File: config.mk
export PLATFORM = sky130hd
export DESIGN_NAME = rtc_i2c_target
export DESIGN_NICKNAME = d
export VERILOG_FILES = /design/src/rtc_pkg.sv /design/src/rtc_i2c_target.sv
export VERILOG_INCLUDE_DIRS = /design/src
export SDC_FILE = /design/constraint.sdc
export NUM_CORES = 1
export LEC_CHECK = 0
export BUFFER_PORTS_ARGS = -buffer_cell sky130_fd_sc_hd__buf_2
export CAP_MARGIN = 20
export CORE_MARGIN = 2
export CORE_UTILIZATION = 25
export DETAILED_ROUTE_END_ITERATION = 8
export RECOVER_POWER = 50
export SETUP_SLACK_MARGIN = 0.1
export SYNTH_ARGS = -nofsm -noshare
export SYNTH_HDL_FRONTEND = slang
export SYNTH_SLANG_ARGS = --single-unit
File: constraint.sdc
create_clock -name i_mclk -period 5.1 [get_ports i_mclk]
set_clock_uncertainty 0.2 [all_clocks]
set_input_delay 1.02 -clock i_mclk [delete_from_list [all_inputs] [get_ports i_mclk]]
set_output_delay 1.02 -clock i_mclk [all_outputs]
set_load 0.02 [all_outputs]
File: src/rtc_regs.svh
`ifndef RTC_REGS_SVH
`define RTC_REGS_SVH
// register pointer values
`define REG_CTRL 4'h0
`define REG_CTRL2 4'h1
`define REG_OFFSET 4'h2
`define REG_RAM 4'h3
`define REG_SEC 4'h4
`define REG_MIN 4'h5
`define REG_HOUR 4'h6
`define REG_DAY 4'h7
`define REG_WDAY 4'h8
`define REG_MONTH 4'h9
`define REG_YEAR 4'hA
`define REG_LAST 4'hA
`define REG_FIRST 4'h0
// bus target address, upper seven bits of the address byte
`define TARGET_ADDR 7'h51
// field positions
`define CTRL_TEST 7
`define CTRL_12H 1
`define CTRL_CAP 0
`define CTRL2_MI 5
`define CTRL2_HMI 4
`define CTRL2_TF 3
`define SEC_INTEG 7
`define HOUR_PM 5
`define OFS_MODE 7
// reset values
`define RST_ZERO 8'h00
`define RST_SEC 8'h80
`define RST_DAY 8'h01
`define RST_WDAY 8'h06
`define RST_MONTH 8'h01
// bcd limits
`define BCD_59 7'h59
`define BCD_29 7'h29
`define H24_MAX 8'h23
`define H12_MAX 5'h12
`define H12_LAST 5'h11
`define H12_FIRST 5'h01
`define WDAY_MAX 8'h06
`define MONTH_MAX 8'h12
`define YEAR_MAX 8'h99
`define DAY_FIRST 8'h01
`define FEB 8'h02
// oscillator pulses per second, test divider
`define OSC_PER_SEC 16'h8000
`define TEST_DIV 16'h0004
// correction intervals in seconds: 2 hours and 4 minutes
`define CORR_SECS_M0 13'h1C20
`define CORR_SECS_M1 13'h00F0
`endif

File: src/rtc_pkg.sv
package rtc_pkg;
    typedef enum logic [2:0] {
        ST_IDLE = 3'b000,
        ST_ADDR = 3'b001,
        ST_ACK_ADDR = 3'b010,
        ST_RX = 3'b011,
        ST_ACK_RX = 3'b100,
        ST_TX = 3'b101,
        ST_ACK_TX = 3'b110
    } i2c_state_e;
    typedef logic [7:0] bcd_t;
endpackage : rtc_pkg

File: src/rtc_i2c_target.sv
`timescale 1ns/100ps
`include "rtc_regs.svh"
module rtc_i2c_target
    import rtc_pkg::*;
#(
    parameter logic [15:0] OSC_PER_SEC = `OSC_PER_SEC
)
(
    input wire logic i_mclk,
    input wire logic i_rst_n,
    input wire logic i_scl,
    input wire logic i_sda,
    output logic o_sda_out,
    output logic o_sda_oe,
    input wire logic i_osc_32k,
    output logic o_clock_out_pin,
    input wire logic i_alarm_req,
    input wire logic i_timer_req,
    input wire logic i_watchdog_req,
    output logic o_irq_out,
    output logic o_irq_oe,
    output logic o_load_cap_select
);
    // one bcd step, carry from units to tens
    function automatic bcd_t bcd_inc(input bcd_t v);
        bcd_inc = (v[3:0] == 4'h9) ? {v[7:4] + 4'h1, 4'h0}
                                   : {v[7:4], v[3:0] + 4'h1};
    endfunction : bcd_inc

    // month length from bcd month and bcd year
    function automatic bcd_t days_in_month(input bcd_t m, input bcd_t y);
        logic leap;
        leap = y[4] ? (y[3:0] == 4'h2 || y[3:0] == 4'h6)
                    : (y[3:0] == 4'h0 || y[3:0] == 4'h4 || y[3:0] == 4'h8);
        if (m == `FEB)
            days_in_month = leap ? 8'h29 : 8'h28;
        else if (m == 8'h04 || m == 8'h06 || m == 8'h09 || m == 8'h11)
            days_in_month = 8'h30;
        else
            days_in_month = 8'h31;
    endfunction : days_in_month

    logic [2:0] s1, s2, s3, lvl, lvl_d;
    wire [2:0] pin_in = {i_osc_32k, i_sda, i_scl};
    // three-stage synchronisers, level follows once stages two and three agree
    genvar g;
    for (g = 0; g < 3; g++)
    begin : g_sync
        always_ff @(posedge i_mclk)
        begin
            if (!i_rst_n)
            begin
                s1[g] <= 1'b1;
                s2[g] <= 1'b1;
                s3[g] <= 1'b1;
                lvl[g] <= 1'b1;
                lvl_d[g] <= 1'b1;
            end
            else
            begin
                s1[g] <= pin_in[g];
                s2[g] <= s1[g];
                s3[g] <= s2[g];
                if (s2[g] == s3[g])
                    lvl[g] <= s3[g];
                lvl_d[g] <= lvl[g];
            end
        end
    end

    // bus conditions
    wire scl = lvl[0];
    wire sda = lvl[1];
    wire scl_rise = scl & ~lvl_d[0];
    wire scl_fall = ~scl & lvl_d[0];
    wire start_det = scl & lvl_d[0] & ~sda & lvl_d[1];
    wire stop_det = scl & lvl_d[0] & sda & ~lvl_d[1];
    wire osc_rise = lvl[2] & ~lvl_d[2];

    i2c_state_e state;
    logic [3:0] bit_cnt, ptr;
    logic [7:0] shreg;
    logic rw, first_byte, busy;
    bcd_t ctrl, ctrl2, offset, ram, sec, min, hour, day, wday, month, year;
    bcd_t view [0:10];

    // transfer decode and pointer stepping
    wire byte_full = bit_cnt == 4'h8;
    wire bit_cnt_en = state == ST_ADDR || state == ST_RX || state == ST_TX;
    wire addr_match = shreg[7:1] == `TARGET_ADDR;
    wire rx_done = state == ST_RX && scl_fall && byte_full;
    wire wr_en = rx_done && !first_byte;
    wire [3:0] next_ptr = (ptr >= `REG_LAST) ? `REG_FIRST : ptr + 4'h1;
    assign view = '{ctrl, ctrl2, offset, ram, sec, min, hour, day, wday,
                    month, year};
    wire bcd_t rd_data = (ptr <= `REG_LAST) ? view[ptr] : 8'h00;

    // bus target state machine
    always_ff @(posedge i_mclk)
    begin
        if (!i_rst_n)
        begin
            state <= ST_IDLE;
            bit_cnt <= 4'h0;
            shreg <= 8'h00;
            rw <= 1'b0;
            first_byte <= 1'b0;
            ptr <= `REG_FIRST;
            busy <= 1'b0;
        end
        else if (start_det)
        begin
            state <= ST_ADDR;
            bit_cnt <= 4'h0;
            busy <= 1'b1;
        end
        else if (stop_det)
        begin
            state <= ST_IDLE;
            busy <= 1'b0;
        end
        else
        begin
            if (scl_rise && bit_cnt_en)
                bit_cnt <= bit_cnt + 4'h1;
            unique case (state)
                ST_IDLE:
                    bit_cnt <= 4'h0;
                ST_ADDR:
                    if (scl_rise)
                        shreg <= {shreg[6:0], sda};
                    else if (scl_fall && byte_full)
                    begin
                        bit_cnt <= 4'h0;
                        rw <= shreg[0];
                        state <= addr_match ? ST_ACK_ADDR : ST_IDLE;
                    end
                ST_ACK_ADDR:
                    if (scl_fall)
                    begin
                        state <= rw ? ST_TX : ST_RX;
                        first_byte <= ~rw;
                        shreg <= rd_data;
                    end
                ST_RX:
                    if (scl_rise)
                        shreg <= {shreg[6:0], sda};
                    else if (rx_done)
                    begin
                        bit_cnt <= 4'h0;
                        state <= ST_ACK_RX;
                        ptr <= first_byte ? shreg[3:0] : next_ptr;
                    end
                ST_ACK_RX:
                    if (scl_fall)
                    begin
                        state <= ST_RX;
                        first_byte <= 1'b0;
                    end
                ST_TX:
                    if (scl_fall && byte_full)
                    begin
                        bit_cnt <= 4'h0;
                        state <= ST_ACK_TX;
                        ptr <= next_ptr;
                    end
                    else if (scl_fall)
                        shreg <= {shreg[6:0], 1'b0};
                ST_ACK_TX:
                    if (scl_rise && sda)
                        state <= ST_IDLE;
                    else if (scl_fall)
                    begin
                        state <= ST_TX;
                        shreg <= rd_data;
                    end
                default:
                    state <= ST_IDLE;
            endcase
        end
    end

    // open-drain data line: ack slots and zero data bits pull low
    assign o_sda_out = 1'b0;
    assign o_sda_oe = state == ST_ACK_ADDR || state == ST_ACK_RX
                      || (state == ST_TX && !shreg[7]);

    // second prescaler with periodic correction
    logic [15:0] osc_cnt;
    logic [12:0] corr_cnt;
    logic tick_pending;
    wire test_mode = ctrl[`CTRL_TEST];
    wire [12:0] corr_len = offset[`OFS_MODE] ? `CORR_SECS_M1
                                              : `CORR_SECS_M0;
    // compare as a bound so a switch to the short interval cannot skip it
    wire corr_sec = corr_cnt >= corr_len - 13'h0001;
    wire [15:0] ofs_ext = {{9{offset[6]}}, offset[6:0]};
    wire [15:0] sec_len = test_mode ? `TEST_DIV
                        : corr_sec ? OSC_PER_SEC - ofs_ext : OSC_PER_SEC;
    wire sec_due = osc_rise && osc_cnt >= sec_len - 16'h0001;
    wire tick_apply = tick_pending && !busy;
    always_ff @(posedge i_mclk)
    begin
        if (!i_rst_n)
        begin
            osc_cnt <= 16'h0000;
            corr_cnt <= 13'h0000;
            tick_pending <= 1'b0;
            o_clock_out_pin <= 1'b0;
        end
        else
        begin
            if (sec_due)
                osc_cnt <= 16'h0000;
            else if (osc_rise)
                osc_cnt <= osc_cnt + 16'h0001;
            if (sec_due)
                corr_cnt <= corr_sec ? 13'h0000 : corr_cnt + 13'h0001;
            // one pending second held, so accesses stay under a second
            tick_pending <= sec_due | (tick_pending & ~tick_apply);
            o_clock_out_pin <= lvl[2];
        end
    end

    // calendar carry chain
    wire h12 = ctrl[`CTRL_12H];
    wire pm = hour[`HOUR_PM];
    wire [4:0] h_bcd = hour[4:0];
    wire bcd_t hour_inc = bcd_inc(hour);
    wire sec_wrap = sec[6:0] == `BCD_59;
    wire min_wrap = min[6:0] == `BCD_59;
    wire hour_wrap = h12 ? (pm && h_bcd == `H12_LAST) : hour == `H24_MAX;
    wire day_wrap = day == days_in_month(month, year);
    wire month_wrap = month == `MONTH_MAX;
    wire min_step = sec_wrap;
    wire hour_step = min_step && min_wrap;
    wire day_step = hour_step && hour_wrap;
    wire month_step = day_step && day_wrap;
    wire year_step = month_step && month_wrap;
    wire bcd_t next_sec = sec_wrap ? {sec[`SEC_INTEG], 7'h00} : bcd_inc(sec);
    wire bcd_t next_min = min_wrap ? 8'h00 : bcd_inc(min);
    wire bcd_t next_hour12 = (h_bcd == `H12_MAX) ? {2'b00, pm, `H12_FIRST}
                           : (h_bcd == `H12_LAST) ? {2'b00, ~pm, `H12_MAX}
                           : {2'b00, pm, hour_inc[4:0]};
    wire bcd_t next_hour24 = hour_wrap ? 8'h00 : hour_inc;
    wire bcd_t next_day = day_wrap ? `DAY_FIRST : bcd_inc(day);
    wire bcd_t next_wday = (wday >= `WDAY_MAX) ? 8'h00 : wday + 8'h01;
    wire bcd_t next_month = month_wrap ? `DAY_FIRST : bcd_inc(month);
    wire bcd_t next_year = (year == `YEAR_MAX) ? 8'h00 : bcd_inc(year);

    // time and control registers: host writes, otherwise applied ticks
    always_ff @(posedge i_mclk)
    begin
        if (!i_rst_n)
        begin
            ctrl <= `RST_ZERO;
            offset <= `RST_ZERO;
            ram <= `RST_ZERO;
            sec <= `RST_SEC;
            min <= `RST_ZERO;
            hour <= `RST_ZERO;
            day <= `RST_DAY;
            wday <= `RST_WDAY;
            month <= `RST_MONTH;
            year <= `RST_ZERO;
        end
        else if (wr_en)
        begin
            if (ptr == `REG_CTRL)
                ctrl <= shreg;
            if (ptr == `REG_OFFSET)
                offset <= shreg;
            if (ptr == `REG_RAM)
                ram <= shreg;
            if (ptr == `REG_SEC)
                sec <= shreg;
            if (ptr == `REG_MIN)
                min <= shreg;
            if (ptr == `REG_HOUR)
                hour <= shreg;
            if (ptr == `REG_DAY)
                day <= shreg;
            if (ptr == `REG_WDAY)
                wday <= shreg;
            if (ptr == `REG_MONTH)
                month <= shreg;
            if (ptr == `REG_YEAR)
                year <= shreg;
        end
        else if (tick_apply)
        begin
            sec <= next_sec;
            if (min_step)
                min <= next_min;
            if (hour_step)
                hour <= h12 ? next_hour12 : next_hour24;
            if (day_step)
                day <= next_day;
            if (day_step)
                wday <= next_wday;
            if (month_step)
                month <= next_month;
            if (year_step)
                year <= next_year;
        end
    end

    // periodic flag: set wins over a clearing write of zero
    wire wr_ctrl2 = wr_en && ptr == `REG_CTRL2;
    wire per_event = tick_apply && ((ctrl2[`CTRL2_MI] && sec_wrap)
        || (ctrl2[`CTRL2_HMI] && (sec_wrap || sec[6:0] == `BCD_29)));
    wire flag_keep = ctrl2[`CTRL2_TF] && !(wr_ctrl2 && !shreg[`CTRL2_TF]);
    always_ff @(posedge i_mclk)
    begin
        if (!i_rst_n)
            ctrl2 <= `RST_ZERO;
        else
        begin
            if (wr_ctrl2)
                ctrl2 <= shreg;
            ctrl2[`CTRL2_TF] <= per_event | flag_keep;
        end
    end

    // open-drain interrupt, low while any source is active
    assign o_irq_out = 1'b0;
    assign o_irq_oe = ctrl2[`CTRL2_TF] | i_alarm_req | i_timer_req
                      | i_watchdog_req;
    assign o_load_cap_select = ctrl[`CTRL_CAP];
endmodule : rtc_i2c_target

# Word-level counts from Yosys, hierarchy flattened
# Cells that the tools add are included.
[totals] regBits=156 inputBits=8 out_inout_bits=6 word_cells=355
[op_classes] add_sub_neg=20 order_cmp=6 eq_ne=76 mux=93 bitwise=28 reduce_logical=85
[ops] cell="$mux W8" n=49
[ops] cell="$add A4 B1 Y4 const B" n=14
[ops] cell="$eq A4 B4 Y1 const B" n=11
[ops] cell="$mux W4" n=10
[ops] cell="$bmux W8 S4" n=1
[ops] cell="$mux W16" n=2
[ops] cell="$pmux W8 S4" n=1
[ops] cell="$mux W3" n=10
[ops] cell="$mux W13" n=2
[ops] cell="$eq A4 B3 Y1 const B" n=6
[ops] cell="$ne A4 B4 Y1 const B" n=6
[ops] cell="$reduce_and A4 Y1" n=6
[ops] cell="$eq A7 B7 Y1 const B" n=3
[ops] cell="$pmux W3 S7" n=1
[ops] cell="$reduce_and A3 Y1" n=7
[ops] cell="$logic_and A1 B1 Y1" n=20
[ops] cell="$ne A2 B2 Y1 const B" n=10
[ops] cell="$reduce_bool A2 Y1" n=10
[ops] cell="$ne A2 B1 Y1 const B" n=9
[ops] cell="$reduce_and A9 Y1" n=2
[ops] cell="$add A16 B1 Y16 const B" n=1
[ops] cell="$eq A8 B3 Y1 const B" n=2
[ops] cell="$eq A8 B5 Y1 const B" n=2
[ops] cell="$ge A16 B16 Y1" n=1
[ops] cell="50 further kinds" n=122

# Logic depth before layout (Yosys ltp)
[depth] depth_word=12 mapped_depth=24 mapped_depth_nobuf=20

# Worst setup path before layout
# Ideal clock, no wire load.
[synth_path] kind="reg2reg" from="register offset[7]" to="register corr_cnt[10]" setup_time_ns=0.071 arrival_ns=4.328 required_ns=4.829 setup_slack_ns=0.501 stages_incl_launch_ff=22 n_path_buf=3 period_less_slack_ns=4.599 path_cell_list="dfxtp_1 -> inv_1 -> ha_1 -> a21oi_1 -> nand2_1 -> o211ai_1 -> and2_1 -> clkbuf_1 -> clkbuf_1 -> nor2_1 -> nand2_1 -> ha_1 -> clkbuf_1 -> a21oi_1 -> a211o_1 -> ha_1 -> o21a_1 -> nor2_1 -> o311ai_0 -> nand3_1 -> or4_1 -> a21oi_1"
[synth_via] elab_chain_cells=8 elab_cells_between_ends=9 classes_between="add/sub (2); order compare (2); mux (4); reduce/logical (1)"
[synth_lines] element="start: declaration" line_no="rtc_i2c_target.sv:84" rtl="bcd_t ctrl, ctrl2, offset, ram, sec, min, hour, day, wday, month, year;"
[synth_lines] element="start signal: assignment" line_no="rtc_i2c_target.sv:257" rtl="offset <= `RST_ZERO;"
[synth_lines] element="start signal: assignment" line_no="rtc_i2c_target.sv:272" rtl="offset <= shreg;"
[synth_lines] element="$mux W13 (no source line) *"
[synth_lines] element="$sub A13 B1 Y13 *" line_no="rtc_i2c_target.sv:196" rtl="wire corr_sec = corr_cnt >= corr_len - 13'h0001;"
[synth_lines] element="$ge A13 B13 Y1 *" line_no="rtc_i2c_target.sv:196"
[synth_lines] element="$mux W16" line_no="rtc_i2c_target.sv:199" rtl=": corr_sec ? OSC_PER_SEC - ofs_ext : OSC_PER_SEC;"
[synth_lines] element="$mux W16" line_no="rtc_i2c_target.sv:198" rtl="wire [15:0] sec_len = test_mode ? `TEST_DIV"
[synth_lines] element="$sub A16 B1 Y16" line_no="rtc_i2c_target.sv:200" rtl="wire sec_due = osc_rise && osc_cnt >= sec_len - 16'h0001;"
[synth_lines] element="$ge A16 B16 Y1" line_no="rtc_i2c_target.sv:200"
[synth_lines] element="$logic_and A1 B1 Y1" line_no="rtc_i2c_target.sv:200"
[synth_lines] element="end signal: assignment" line_no="rtc_i2c_target.sv:218" rtl="corr_cnt <= corr_sec ? 13'h0000 : corr_cnt + 13'h0001;"
[synth_lines] element="end: declaration" line_no="rtc_i2c_target.sv:190" rtl="logic [12:0] corr_cnt;"
# Every way passes the cells marked *; elsewhere a longest branch is shown, timed or not.
# A chain may end at the register's enable or synchronous reset.

# Worst setup path in the final report
[layout_path] from="register offset[0]" to="register corr_cnt[9]"
[layout_via] elab_chain_cells=6
[layout_lines] element="$sub A16 B16 Y16" line_no="rtc_i2c_target.sv:199"
[layout_lines] element="$mux W16" line_no="rtc_i2c_target.sv:199"
[layout_lines] element="$mux W16" line_no="rtc_i2c_target.sv:198"
[layout_lines] element="$sub A16 B1 Y16" line_no="rtc_i2c_target.sv:200"
[layout_lines] element="$ge A16 B16 Y1" line_no="rtc_i2c_target.sv:200"
[layout_lines] element="$logic_and A1 B1 Y1" line_no="rtc_i2c_target.sv:200"
# No other way between the ends.

==> run_results.csv <==
group,metric,value,unit
outcome,status,"finished with violations",
outcome,violations,"capacitance limit, slew limit",
power,p_leak,4.084,nW
placement,hpwl,19.94,mm
route,num_vias,9532,
yosys,synth_area_leader_cell,"dfxtp_1",
min_path,hold_path.class,"reg -> reg",
worst_setup_path,crit_chain,"inv_1 > ha_1 > xnor2_1 > or3_1 > a211oi_1 > nand3_1 > nor3b_1 > xnor2_1 > nand2_1 > ha_1 > nand2_1 > o21bai_1 > nor2_1 > a21oi_1 > nand3_1 > buf_4 > or4_1 > a21oi_1",
min_path,min_to,"s2[1]$_SDFF_PN1_",
timing,max_freq,214.9,MHz
yosys,seq_area_frac_synth,0.3088,
timing,min_period_over_period,0.9122,
timing,finalHoldViolCount,0,
timing,fin_crit,4.652,ns
worst_setup_path,worstReg2RegEnd,"corr_cnt[9]$_SDFFE_PN0P_",
finish,diodes,0,
yosys,ys_ff_latch,156,
floorplan,die_x,205.1,um
worst_setup_path,critPathMaxFanout,9,
floorplan,io_pins,14,
floorplan,die-area,42080,um2
worst_setup_path,cp_data_arrival_time,4.80,ns
route,route.antenna.remaining_nets,0,
yosys,async_flop_share,0,
yosys,synth_edf_count,0,
worst_setup_path,crit_path_max_incr_delay,0.46,ns
route,routed_via_density,5.322,
global_route,grt_pass1_wl,47.05,mm
global_route,grt_max_degree,80,
min_path,hold_depth,1,
timing,holdWs,0.2141,ns
worst_setup_path,rr_worst_depth,18,
route,top_layer,"met4",
route,routed-wl-met2,13.12,mm
floorplan,die_h,205.1,um
placement,gp_congestion,0.8661,
worst_setup_path,critPathKind,"reg -> reg",
route,drcViolationCount,0,
route,wl,28.89,mm
yosys,yosys-top-cells-area,"dfxtp_1 (31%), ha_1 (6.9%), a21oi_1 (5.9%), nand2_1 (5.8%), o21ai_0 (4.6%)",
timing,tightest_slew,1.779,ns
power,power.density,239.7,nW/um2
worst_setup_path,crit_slowest_cell,"or4_1",
yosys,ys_warn_count,0,
clock_network,clock_sinks,156,
clock_network,htree_levels,4,
worst_setup_path,crit_family,"simple AND/OR/NAND/NOR gates",
placement,io_buffer_count,11,
finish,area_delta_synth_final,10.72,%
global_route,track_usage,0.1379,
power,ir_worst_vdd,0.2083,mV
floorplan,core.rowCount,73,
timing,drv_slew,69,
route,wl_per_cell,16.13,um
finish,final_nets,1318,
clock_network,clk_latency,0.44,ns
route,drt_iter0_drc,868,
worst_setup_path,start_kind,"flop",
yosys,netlist_instances,1291,
clock_network,cts_tree,"yes",
floorplan,initial_utilization,0.2540,
timing,max_slew_margin,-0.1861,
clock_network,cts_max_path_buffers,2,
route,first_pass_iters,6,
yosys,syn-cell-area,10110,um2
global_route,grt_pass1_vias,8970,
clock_network,path_clk_slew,0.06,ns
floorplan,core,39820,um2
worst_setup_path,required,5.24,ns
route,met1_length,13.29,mm
worst_setup_path,r2r_start,"offset[0]$_SDFFE_PN0P_",
yosys,synth_ff_type,"dfxtp_1",
global_route,overflow,0,
timing,setup_viol,0,
worst_setup_path,end_kind,"flop",
finish,drive_gt1_frac,0.07820,
yosys,syn_area_per_cell,7.835,um2
yosys,ys_types,84,
worst_setup_path,critPathBufInv,2,
timing,rsz0062_at_grt,"true",
worst_setup_path,r2r_slack,0.45,ns
run,cap_violations,2,
clock_network,cts_buffers,17,
min_path,worstHoldStart,"s1[1]$_SDFF_PN1_",
yosys,synth_top_area_share,0.3088,
clock_network,cts-root-buf,"clkbuf_16",
timing,finalSetupTns,0,ns
global_route,antenna_found_initial,0,
power,finalPower,2.684,mW
route,wl_met3,1.413,mm
==> flip-flops by register name (all words and copies together) (netlist names), 4 cells and up <==
register  cells
bit_cnt       4
shreg         8
ctrl          8
osc_cnt      16
ctrl2         8
month         8
hour          8
year          8
corr_cnt     13
min           8
wday          8
ptr           4
day           8
sec           8
offset        8
ram           8
==> synth_stat cells, drive strengths merged, types with 6 or more instances <==
master	number
o211ai	16
buf	15
or3	13
a21o	6
o22ai	7
o21ai	93
nand3b	10
nor2	113
nand3	76
and3	20
a211oi	15
xnor2	13
a31oi	14
nor4	9
mux4	16
o22a	7
a31o	6
dfxtp	156
mux2i	33
inv	40
o21a	6
nor3	19
nor3b	8
and2	17
xor2	20
nand2b	23
or4	6
nand2	156
nor2b	13
nand4b	7
clkbuf	67
nand4	20
ha	56
a21oi	120
or2	7
==> cells in the final DEF (no fill, tap or decap), types with 7 or more instances in the layout <==
master / netlist / layout
nand4_1: 20 / 20
nand2b_1: 23 / 23
a21oi_1: 120 / 120
and3_1: 19 / 20
mux4_2: 16 / 16
nor3b_1: 8 / 8
or3_1: 12 / 12
o22a_1: 7 / 7
o211ai_1: 15 / 16
xor2_1: 20 / 20
nor4_1: 8 / 7
and2_1: 14 / 12
nand2_1: 156 / 155
ha_1: 56 / 55
clkbuf_1: 63 / 9
or2_2: 7 / 7
o21ai_0: 92 / 92
buf_4: 3 / 12
nor2_1: 112 / 111
clkbuf_16: 0 / 17
xnor2_1: 13 / 13
o22ai_1: 7 / 7
mux2i_1: 33 / 33
nor2b_1: 13 / 13
a31oi_1: 14 / 14
nand3b_1: 10 / 10
dfxtp_1: 156 / 155
inv_1: 40 / 40
nand3_1: 76 / 76
nor3_1: 19 / 18
a211oi_1: 14 / 14
nand4b_1: 7 / 7
==> metrics by stage <==
| step | utilization | cell area (um2) | cells | worst slack [ns] |
|---|---|---|---|---|
| floorplan | - | 10120 | 1292 | 0.5011 |
| finish | 0.2812 | 11200 | 1791 | 0.4477 |
| global route | 0.2812 | 11200 | 1791 | 0.05562 |
| detailed placement | 0.2650 | 10550 | 1758 | 0.2702 |
| CTS | 0.2812 | 11200 | 1789 | 0.2508 |
| global placement | 0.2650 | 10550 | 1758 | 0.4783 |
==> logic make-up after synthesis <==
group | after synthesis | synth area share
AO/OA/AOI/OAI | 344 | 0.2124
multiplexers | 49 | 0.06828
buffers and inverters | 123 | 0.05319
adder cells (fa/ha/maj) | 56 | 0.06927
other | 1 | 0.0003707
flip-flops | 156 | 0.3088
XOR/XNOR | 33 | 0.02858
AND/OR/NAND/NOR | 529 | 0.2592
==> per-layer routing <==
metal / up-vias / global-route usage
met4: 0 / 0.06449
li1: 4583 / -
met2: 315 / 0.2222
met1: 4559 / 0.1819
met5: - / 0
met3: 75 / 0.01893
==> worst max-delay path by stage <==
stage / start / cells after the start / slack, ns / end
floorplan: offset[7]$_SDFFE_PN0P_ / 21 / 0.50 / corr_cnt[10]$_SDFFE_PN0P_
global placement: offset[7]$_SDFFE_PN0P_ / 20 / 0.48 / osc_cnt[1]$_SDFFE_PP0P_
detailed placement: offset[7]$_SDFFE_PN0P_ / 20 / 0.27 / osc_cnt[3]$_SDFFE_PP0P_
CTS: offset[7]$_SDFFE_PN0P_ / 20 / 0.25 / osc_cnt[3]$_SDFFE_PP0P_
global route: offset[7]$_SDFFE_PN0P_ / 21 / 0.06 / corr_cnt[9]$_SDFFE_PN0P_
finish: offset[0]$_SDFFE_PN0P_ / 18 / 0.45 / corr_cnt[9]$_SDFFE_PN0P_
==> final cells by class <==
| class | count | area [um2] |
|---|---|---|
| sequential | 156 | 3124 |
| fill | 4330 | 28620 |
| multi-input combinational | 1013 | 6470 |
| inverter | 40 | 150.1 |
| timing repair buffer | 26 | 150.1 |
| clock inverter | 11 | 191.4 |
| clock buffer | 20 | 456.7 |
| tap | 525 | 656.9 |
==> report_power, final <==
group,total [mW],internal (mW),switching (mW)
clock,1.42,0.891,0.533
sequential,1.22,1.22,0.00153
combinational,0.0370,0.00758,0.0294
total,2.68,2.12,0.564
==> timing repair <==
action / in CTS / in global routing
endpoints found under the setup margin: 0 / 30
resized for setup: 0 / 5
setup buffers: 0 / 2
hold buffers: 0 / 0
No activity file was read; power rests on OpenSTA's default activity.
